## config.mk

```make
export PLATFORM = sky130hd
export DESIGN_NAME = tpr_ctrl
export DESIGN_NICKNAME = d
export VERILOG_FILES = /design/src/tpr_pkg.sv /design/src/tpr_pins_if.sv /design/src/tpr_read_port.sv /design/src/tpr_ctrl.sv
export VERILOG_INCLUDE_DIRS = /design/src /design/src/src
export SDC_FILE = /design/constraint.sdc
export NUM_CORES = 1
export LEC_CHECK = 0
export ABC_AREA = 1
export ABC_CLOCK_PERIOD_IN_PS = 5500
export CORE_MARGIN = 5
export CORE_UTILIZATION = 50
export DETAILED_ROUTE_END_ITERATION = 16
export DONT_BUFFER_PORTS = 1
export SLEW_MARGIN = 15
export SYNTH_ARGS = -nofsm -noshare
export SYNTH_HDL_FRONTEND = slang
export SYNTH_SLANG_ARGS = --single-unit
```

## constraint.sdc

```tcl
create_clock -name REF_CLK -period 5.5 [get_ports REF_CLK]
set_input_delay 0.275 -clock REF_CLK [delete_from_list [all_inputs] [get_ports REF_CLK]]
set_output_delay 0.275 -clock REF_CLK [all_outputs]
set_load 0.02 [all_outputs]
```

## src/tpr_map.svh

```systemverilog
`ifndef TPR_MAP_SVH
`define TPR_MAP_SVH
`define TPR_MIN_DEPTH 4
`define TPR_MAX_DEPTH 2048
`define TPR_MIN_WIDTH 2
`define TPR_MAX_WIDTH 72
`define TPR_MIN_BITS 64
`define TPR_MAX_BITS 18432
// ns per phase; each phase holds pins for whole clocks
`define TPR_CLK_NS 10
`define TPR_SETUP_NS 10
`define TPR_PULSE_NS 30
`define TPR_ACCESS_NS 30
`define TPR_SETUP_CYC ((`TPR_SETUP_NS + `TPR_CLK_NS - 1) / `TPR_CLK_NS)
`define TPR_PULSE_CYC ((`TPR_PULSE_NS + `TPR_CLK_NS - 1) / `TPR_CLK_NS)
`define TPR_ACCESS_CYC ((`TPR_ACCESS_NS + `TPR_CLK_NS - 1) / `TPR_CLK_NS)
`endif

```

## src/tpr_pkg.sv

```systemverilog
package tpr_pkg;
	typedef enum logic [4:0] {
		TPR_IDLE  = 5'h01,
		TPR_SETUP = 5'h02,
		TPR_PULSE = 5'h04,
		TPR_HOLD  = 5'h08,
		TPR_DONE  = 5'h10
	} tpr_state_t;
	typedef enum logic [1:0] {
		TPR_OP_READ   = 2'h0,
		TPR_OP_WR_WE  = 2'h1,
		TPR_OP_WR_EN  = 2'h2
	} tpr_op_t;
endpackage : tpr_pkg

```

## src/tpr_pins_if.sv

```systemverilog
`timescale 1ns/1ps
`default_nettype none
interface tpr_pins_if #(
	parameter int AW = 11
);
	logic [AW-1:0] addr;
	logic          strobe_n;
	logic          load;
	logic [AW-1:0] next_addr;
	logic          next_strobe_n;
	modport drv (input load, next_addr, next_strobe_n, output addr, strobe_n);
	modport ctl (output load, next_addr, next_strobe_n, input addr, strobe_n);
endinterface : tpr_pins_if
`default_nettype wire

```

## src/tpr_read_port.sv

```systemverilog
`timescale 1ns/1ps
`default_nettype none
// holds one read-only port's address and enable pins
module tpr_read_port
	import tpr_pkg::*;
#(
	parameter int AW = 11
) (
	input  wire logic REF_CLK,
	input  wire logic RST,
	tpr_pins_if.drv   pins
);
	typedef struct packed {
		logic [AW-1:0] addr;
		logic          strobe_n;
	} tpr_rp_t;
	tpr_rp_t st;
	tpr_rp_t next_st;
	always_comb begin
		next_st = st;
		if (pins.load) begin
			next_st.addr     = pins.next_addr;
			next_st.strobe_n = pins.next_strobe_n;
		end
	end
	always_ff @(posedge REF_CLK or posedge RST) begin
		if (RST) begin
			st <= '{addr: '0, strobe_n: 1'h1};
		end else begin
			st <= next_st;
		end
	end
	assign pins.addr     = st.addr;
	assign pins.strobe_n = st.strobe_n;
endmodule : tpr_read_port
`default_nettype wire

```

## src/tpr_ctrl.sv

```systemverilog
`timescale 1ns/1ps
`default_nettype none
`include "tpr_map.svh"
// controller that drives a triple-port static RAM through its pins
module tpr_ctrl
	import tpr_pkg::*;
#(
	parameter int DEPTH = 2048,
	parameter int WIDTH = 8,
	parameter int AW    = $clog2(DEPTH)
) (
	input  wire logic             REF_CLK,
	input  wire logic             RST,
	// ****************************************
	// command side, read/write port
	// ****************************************
	input  wire logic             REQ_VALID,
	input  wire logic [1:0]       REQ_OP,
	input  wire logic [AW-1:0]    REQ_ADDR,
	input  wire logic [WIDTH-1:0] REQ_WDATA,
	output logic                  REQ_READY,
	output logic                  RSP_VALID,
	output logic [WIDTH-1:0]      RSP_RDATA,
	// ****************************************
	// read-only ports b and c, address-controlled
	// ****************************************
	input  wire logic             B_LOAD,
	input  wire logic [AW-1:0]    B_ADDR_IN,
	input  wire logic             B_EN_IN,
	input  wire logic             C_LOAD,
	input  wire logic [AW-1:0]    C_ADDR_IN,
	input  wire logic             C_EN_IN,
	// ****************************************
	// pins toward the memory
	// ****************************************
	output logic [AW-1:0]         WRITE_PORT_ADDR,
	output logic [WIDTH-1:0]      WRITE_DATA,
	output logic                  PORT_A_STROBE_N,
	output logic                  WRITE_STROBE_ALT_N,
	input  wire logic [WIDTH-1:0] PORT_A_DOUT,
	output logic [AW-1:0]         READ_PORT_B_ADDR,
	output logic                  PORT_B_STROBE_N,
	output logic [AW-1:0]         READ_PORT_C_ADDR,
	output logic                  PORT_C_STROBE_N
);
	localparam int CW = 4;
	localparam logic [CW-1:0] SETUP_CYC  = CW'(`TPR_SETUP_CYC);
	localparam logic [CW-1:0] PULSE_CYC  = CW'(`TPR_PULSE_CYC);
	localparam logic [CW-1:0] ACCESS_CYC = CW'(`TPR_ACCESS_CYC);

	// ****************************************
	// elaboration checks
	// ****************************************
	if (DEPTH < `TPR_MIN_DEPTH || DEPTH > `TPR_MAX_DEPTH) begin : g_bad_depth
		$error("depth out of range");
	end
	if (WIDTH < `TPR_MIN_WIDTH || WIDTH > `TPR_MAX_WIDTH) begin : g_bad_width
		$error("width out of range");
	end
	if (DEPTH * WIDTH < `TPR_MIN_BITS || DEPTH * WIDTH > `TPR_MAX_BITS) begin : g_bad_bits
		$error("total size out of range");
	end
	if (AW < $clog2(DEPTH) || AW < 1) begin : g_bad_aw
		$error("address width too small");
	end
	// phase counts must fit the down-counter or a phase would wrap short
	if (`TPR_SETUP_CYC >= (1 << CW) || `TPR_PULSE_CYC >= (1 << CW) ||
		`TPR_ACCESS_CYC >= (1 << CW)) begin : g_bad_cnt
		$error("phase count too wide");
	end

	// ****************************************
	// sequencer state
	// ****************************************
	typedef struct packed {
		tpr_state_t       state;
		tpr_op_t          op;
		logic [CW-1:0]    cnt;
		logic [AW-1:0]    addr;
		logic [WIDTH-1:0] wdata;
		logic             en_n;
		logic             we_n;
		logic             ready;
		logic             rsp_valid;
		logic [WIDTH-1:0] rdata;
	} tpr_ctrl_st_t;

	tpr_ctrl_st_t st;
	tpr_ctrl_st_t next_st;

	// ****************************************
	// decoding shared by several phases
	// ****************************************
	function automatic logic [CW-1:0] dec(input logic [CW-1:0] v);
		dec = (v == '0) ? '0 : v - CW'(1);
	endfunction : dec

	// a phase ends on the edge where its count is down to one
	function automatic logic phase_end(input logic [CW-1:0] v);
		phase_end = (v <= CW'(1));
	endfunction : phase_end

	function automatic logic is_read(input tpr_op_t op);
		is_read = (op == TPR_OP_READ);
	endfunction : is_read

	// ****************************************
	// read/write port sequencer
	// ****************************************
	always_comb begin
		next_st = st;
		next_st.rsp_valid = 1'h0;
		next_st.cnt = dec(st.cnt);
		unique case (st.state)
			TPR_IDLE: begin
				// ready falls with the take, so a second request waits out the transfer
				if (REQ_VALID && st.ready) begin
					next_st.op    = tpr_op_t'(REQ_OP);
					// address moves only while both strobes are high
					next_st.addr  = REQ_ADDR;
					next_st.wdata = REQ_WDATA;
					next_st.ready = 1'h0;
					next_st.cnt   = SETUP_CYC;
					next_st.state = TPR_SETUP;
				end
			end
			TPR_SETUP: begin
				if (phase_end(st.cnt)) begin
					next_st.en_n = 1'h0;
					// write strobe stays high on reads
					next_st.we_n = is_read(st.op);
					next_st.cnt  = is_read(st.op) ? ACCESS_CYC : PULSE_CYC;
					next_st.state = TPR_PULSE;
				end
			end
			TPR_PULSE: begin
				if (phase_end(st.cnt)) begin
					if (is_read(st.op)) begin
						// taken while the enable is still low, before the output may drift
						next_st.rdata     = PORT_A_DOUT;
						next_st.rsp_valid = 1'h1;
						next_st.en_n      = 1'h1;
					end else if (st.op == TPR_OP_WR_WE) begin
						// the strobe ends this write; the enable follows after the hold
						next_st.we_n = 1'h1;
					end else begin
						// the enable ends this write; op code 3 lands here as well
						next_st.en_n = 1'h1;
					end
					next_st.cnt   = SETUP_CYC;
					next_st.state = TPR_HOLD;
				end
			end
			TPR_HOLD: begin
				// write data held past end of write; a read's output was already sampled
				if (phase_end(st.cnt)) begin
					next_st.en_n  = 1'h1;
					next_st.we_n  = 1'h1;
					next_st.state = TPR_DONE;
				end
			end
			TPR_DONE: begin
				// one quiet cycle so both strobes are seen high before a new address
				next_st.ready = 1'h1;
				next_st.state = TPR_IDLE;
			end
			default: begin
				next_st.state = TPR_IDLE;
				next_st.en_n  = 1'h1;
				next_st.we_n  = 1'h1;
				next_st.ready = 1'h1;
			end
		endcase
	end

	always_ff @(posedge REF_CLK or posedge RST) begin
		if (RST) begin
			st <= '{state: TPR_IDLE, op: TPR_OP_READ, cnt: '0, addr: '0, wdata: '0,
				en_n: 1'h1, we_n: 1'h1, ready: 1'h1, rsp_valid: 1'h0, rdata: '0};
		end else begin
			st <= next_st;
		end
	end

	// ****************************************
	// registered outputs of the read/write port
	// ****************************************
	assign REQ_READY          = st.ready;
	assign RSP_VALID          = st.rsp_valid;
	assign RSP_RDATA          = st.rdata;
	assign WRITE_PORT_ADDR    = st.addr;
	assign WRITE_DATA         = st.wdata;
	assign PORT_A_STROBE_N    = st.en_n;
	assign WRITE_STROBE_ALT_N = st.we_n;

	// ****************************************
	// read-only ports
	// ****************************************
	localparam int NRP = 2;
	logic [NRP-1:0]              rp_load;
	logic [NRP-1:0][AW-1:0]      rp_addr_in;
	logic [NRP-1:0]              rp_en_in;
	wire logic [NRP-1:0][AW-1:0] rp_addr;
	wire logic [NRP-1:0]         rp_strobe_n;

	// element 0 is port b, element 1 is port c
	assign rp_load    = {C_LOAD, B_LOAD};
	assign rp_addr_in = {C_ADDR_IN, B_ADDR_IN};
	assign rp_en_in   = {C_EN_IN, B_EN_IN};

	for (genvar g = 0; g < NRP; g++) begin : g_read_port
		tpr_pins_if #(.AW(AW)) rp_pins ();
		assign rp_pins.load          = rp_load[g];
		assign rp_pins.next_addr     = rp_addr_in[g];
		// enable held at the loaded level: reads follow the address
		assign rp_pins.next_strobe_n = ~rp_en_in[g];
		tpr_read_port #(.AW(AW)) u_port (
			.REF_CLK (REF_CLK),
			.RST     (RST),
			.pins    (rp_pins.drv)
		);
		assign rp_addr[g]     = rp_pins.addr;
		assign rp_strobe_n[g] = rp_pins.strobe_n;
	end

	assign READ_PORT_B_ADDR = rp_addr[0];
	assign PORT_B_STROBE_N  = rp_strobe_n[0];
	assign READ_PORT_C_ADDR = rp_addr[1];
	assign PORT_C_STROBE_N  = rp_strobe_n[1];
endmodule : tpr_ctrl
`default_nettype wire

```

[Yosys cells after proc, flatten, opt, wreduce, memory -nomap -nowiden]
Cells that the tools add are included.
Cells by class
  $add $sub $neg: 1
  order comparisons: 1
  equal/unequal tests: 13
  multiplexer cells: 22
  bitwise gates (word level): 4
  reduce and logical (&&, ||, !) cells: 11
Operators by type and width (number)
  30-bit two-way mux: 1
  9-bit two-way mux: 3
  5-bit one-hot mux with 4 select lines: 1
  5-bit two-way mux: 3
  4-bit two-way mux: 3
  2-bit != test (second input constant): 6
  4-bit one-hot mux with 3 select lines: 1
  2-bit one-hot mux with 4 select lines: 1
  2-bit two-way mux: 3
  6-bit AND reduction: 1
  5-bit by 1-bit equality test with 1-bit output (second input constant): 1
  5-bit by 2-bit equality test with 1-bit output (second input constant): 1
  5-bit by 3-bit equality test with 1-bit output (second input constant): 1
  5-bit by 4-bit equality test with 1-bit output (second input constant): 1
  5-bit equality test (second input constant): 1
  1-bit two-way mux: 5
  5-bit AND reduction: 1
  4-bit by 1-bit <= comparator with 1-bit output (second input constant): 1
  4-bit logical NOT: 1
  1-bit NOT: 4
  2-bit AND reduction: 2
  4-bit AND reduction: 1
  4-bit by 1-bit subtractor with 4-bit output (second input constant): 1
  3-bit != test (second input constant): 1
  7 further kinds: 7
Storage, ports and cells
  register bits: 66
  input port bits: 58
  output and inout bits: 55

[Logic depth before layout (Yosys ltp)]
  depth in word-level cells: 5
  mapped depth: 8
  gate-level depth less buffers: 8

[Modules after synthesis]
Synthesis repeated with hierarchy kept, for this count alone.
Unflattened totals
  cell total of the unflattened synthesis: 342
  area total of the unflattened synthesis: 2959.1 µm²
By module, submodules not included
  tpr_ctrl: times used 1, cells each 238, area each 2033.2 µm², sequential area each 1056.0 µm²
  tpr_read_port: times used 2, cells each 52, area each 462.9 µm², sequential area each 301.5 µm²

[Least setup slack after synthesis]
No wires, ideal clock.
  path kind: reg-to-reg
  start point: register st (netlist bit REQ_READY)
  end point: register st (netlist bit WRITE_PORT_ADDR[1])
  data arrival time: 1.176 ns
  slack: 4.207 ns
  cell stages (with the launch flop): 7
  cells stage by stage: dfstp_2 -> nand2_1 -> nor2_8 -> inv_4 -> buf_6 -> nand2_1 -> nand2_1
Between the ends
  longest elaborated chain between the ends: 2
RTL lines
  start, declared: line tpr_ctrl.sv:88  | tpr_ctrl_st_t st;
  start signal, assigned: line tpr_ctrl.sv:178  | st <= '{state: TPR_IDLE, op: TPR_OP_READ, cnt: '0, addr: '0, wdata: '0,
  start signal, assigned: line tpr_ctrl.sv:181  | st <= next_st;
  1-bit logical AND: line tpr_ctrl.sv:117  | if (REQ_VALID && st.ready) begin
  2-bit AND reduction (no line)
Every way passes these cells.
A chain may end at the register's enable or synchronous reset.

[Worst setup path after layout]
  start point: register st (netlist bit REQ_READY)
  end point: register st (netlist bit WRITE_DATA[7])
The elaborated chain is that of the path after synthesis.

==> metrics.txt <==
status=completed; vias in the first global route=1961; GRT Util Overall=16.6%; GPL Wtd Cong=around 0.75; Internal=0.00101 W; CTS tree=built; Worst Path Max Fanout=25; ratio of cells with drive above 1 in the final layout=11.6%; Worst Max-Slew Pin Slew=0.807 ns; first-pass GRT wire length=9550 µm; crit-path most repeated cell=nand2_1; core area=5610 µm²; WL per Instance=14.9 µm; FF+latch count, synth=66; RSZ-0062 raised after global routing=no; Max-Cap Viols=0; Max stage delay on crit path=0.60 ns; Initial Utilization=a little over half; Critical Path Stages=5; Util after Layout=53.1%; largest buffer count on any clock path=2; num rows=27; power per cell area=563 nW/µm²; largest net degree at the start of global routing=67; Skew-Pair Late Insertion Delay=around 0.33 ns; Clock Skews=a little over 0.006 ns; nets=around 370; postcts setup bufs=0; post-synth top area cell=dfrtp_1; Die ar.=7470 µm²; Die Y-Extent=86.5 µm; # port buffers=0; leak pwr=1.61 nW; Sw Ratio=approximately 40%; Net Count, Synth=393; CP Class=flop to flop; final hold violation count=0; crit path launch type=flop; # diodes=0; H-tree depth=3; Ys Warns=0; area delta synth->final=1.88%; CTS Buf Count=9; Post-synth EDFFs=0; via count=1920; 1st-iter DRT viols=82; Mapped Area=2920 µm²; HP Class=input port to flop; Vias/cell=4.92; share of power burned in registers=52.6%; CP top delay family=simple AND/OR/NAND/NOR gates; Top FF cell, synth=dfrtp_1; io pins=113; syn_area_per_cell=8.72 µm²; DR pass1 iterations=4; Critical-path top delay cell=dfstp_2; FF+latch area=1660 µm²; Hold WS=roughly 0.017 ns; Unique masters post-synth=25; clock share of power=26.0%; CP bufs+invs=1; sequential fraction of the synthesis area=56.8%; Clock Sinks=66; initial antenna violation count=0; Die X=86.5 µm; largest cells by area after synthesis=dfrtp_1 51%, nand2_1 22%, buf_4 6.9%; DP HPWL=4240 µm; setup_tns=0 ns; GRT Residual Overflow=0; switching power=0.000664 W; area of the multi-input gates=918 µm²; Logic pwr share=21.4%; share of the synthesized area in the top cell type=51.4%; WP data required=5.73 ns; Reg clk slew, reported paths=0.07 ns; # setup viols final=0; Peak supply drop=0.000223 V; Worst Reg-to-Reg Cells=5; Crit path arrival time=1.81 ns; slew margin rel.=between 40% and 50%; fillers=561; DRT Wirelength=5800 µm; Period minus WS final=1.58 ns; Cell Chain, Critical Path=nand2_1 > nor2_8 > inv_4 > nand2_1 > nand2_1; post-route DRC violation count=0; fraction of registers with async set/reset=100%; CP Capture Type=flop; Fmax=0.631 GHz; worst hold path depth=1; Max Slew Vio Count=0; Post-Synthesis Cells=335; ANT nets after route=0; crit share post-route=roughly 29%; clk root buf=clkbuf_8
-- worst paths after layout --
kind	slack, ns	start	endpoint
min in group asynchronous	0.07	RST	g_read_port[1].u_port.pins.addr[5]
worst max-delay path	3.92	REQ_READY	WRITE_DATA[7]
worst min-delay path	0.02	C_EN_IN	g_read_port[1].u_port.pins.strobe_n
worst max register to register	3.92	REQ_READY	WRITE_DATA[7]
max in group asynchronous	4.91	RST	g_read_port[0].u_port.pins.addr[6]
worst min register to register	0.52	PORT_A_STROBE_N	PORT_A_STROBE_N
-- per-stage QoR --
| stage | std cells | power (W) | setup WS, ns | area (µm²) |
|---|---|---|---|---|
| final | 390 | 0.00168 | 3.92 | 2980 |
| after global routing | 390 | 0.00180 | 3.76 | 2980 |
| after CTS | 390 | 0.00170 | 3.91 | 2980 |
| after detailed placement | 373 | 0.00126 | 3.91 | 2760 |
| after global placement | 373 | 0.00124 | 3.94 | 2760 |
| after floorplan | 335 | 0.00130 | 3.58 | 2920 |
-- kinds of logic (layout without fill, tap and decap cells) --
group                  count (synthesis)  in the layout  share of synthesized area (%)
AOI/OAI and AO/OA                     13             13                           2.53
buffers and inverters                 55             38                           11.8
DFF                                   66             66                           56.8
and+or+nand+nor                      201            201                           28.9
-- flip-flops by register name, indices dropped and copies added, names as in the netlist --
register,count
PORT_A_STROBE_N,1
st,11
g_read_port.u_port.pins.addr,22
WRITE_DATA,8
WRITE_STROBE_ALT_N,1
WRITE_PORT_ADDR,11
g_read_port.u_port.pins.strobe_n,2
REQ_READY,1
RSP_VALID,1
RSP_RDATA,8
-- cells in the mapped netlist (4+ instances only) --
master / n
nand2_1: 170
dfrtp_1: 60
buf_4: 27
inv_1: 17
nor2_1: 11
o21ai_0: 9
nand3_1: 8
dfstp_2: 6
buf_6: 4
clkbuf_1: 4
-- final cells by class --
type	instances	share of cell area, %
clock inverters	5	2.65
well taps	72	3.03
repair buffers	2	0.588
multi-input cells	214	30.8
clock buffers	11	4.41
flip-flops and latches	66	55.7
inverters	20	2.77
-- worst reg2reg max path, cell delays in order, from the launching register on --
cell and delay (ns):
dfstp_2 0.60, nand2_1 0.16, nor2_8 0.36, inv_4 0.18, nand2_1 0.12, nand2_1 0.05
-- cells in the final DEF, fill, tap and decap left out, types with 6 or more instances in the layout --
cell type,synthesis,routed
nand2_1,170,170
nand3_1,8,8
dfstp_2,6,6
dfrtp_1,60,60
nor2_1,11,11
inv_1,17,16
o21ai_0,9,9
clkbuf_8,0,9
-- power groups by stage --
| stage | clock (W) | sequential (W) | combinational, W |
|---|---|---|---|
| after floorplan | 0 | 0.000743 | 0.000556 |
| after CTS | 0.000448 | 0.000887 | 0.000366 |
| after detailed placement | 0 | 0.000895 | 0.000366 |
| after global routing | 0.000470 | 0.000902 | 0.000427 |
| final | 0.000436 | 0.000882 | 0.000359 |
| after global placement | 0 | 0.000893 | 0.000351 |
-- timing repair --
item	4_1_cts	5_1_grt
hold buffers	1	0
endpoints found under the hold margin	1	0
resized for setup	0	0
-- layer usage --
metal | GRT usage, % | wire, µm | vias to the layer above | part of all wire, %
li1 | - | - | 944 | -
met1 | 19.3 | 2150 | 884 | 37
met2 | 27.3 | 2900 | 80 | 50
met3 | 6.46 | 645 | 12 | 11
met4 | 7.22 | 102 | 0 | 1.8
met5 | 0 | 0 | - | 0
Note: power is estimated with default switching activity, not from simulation.
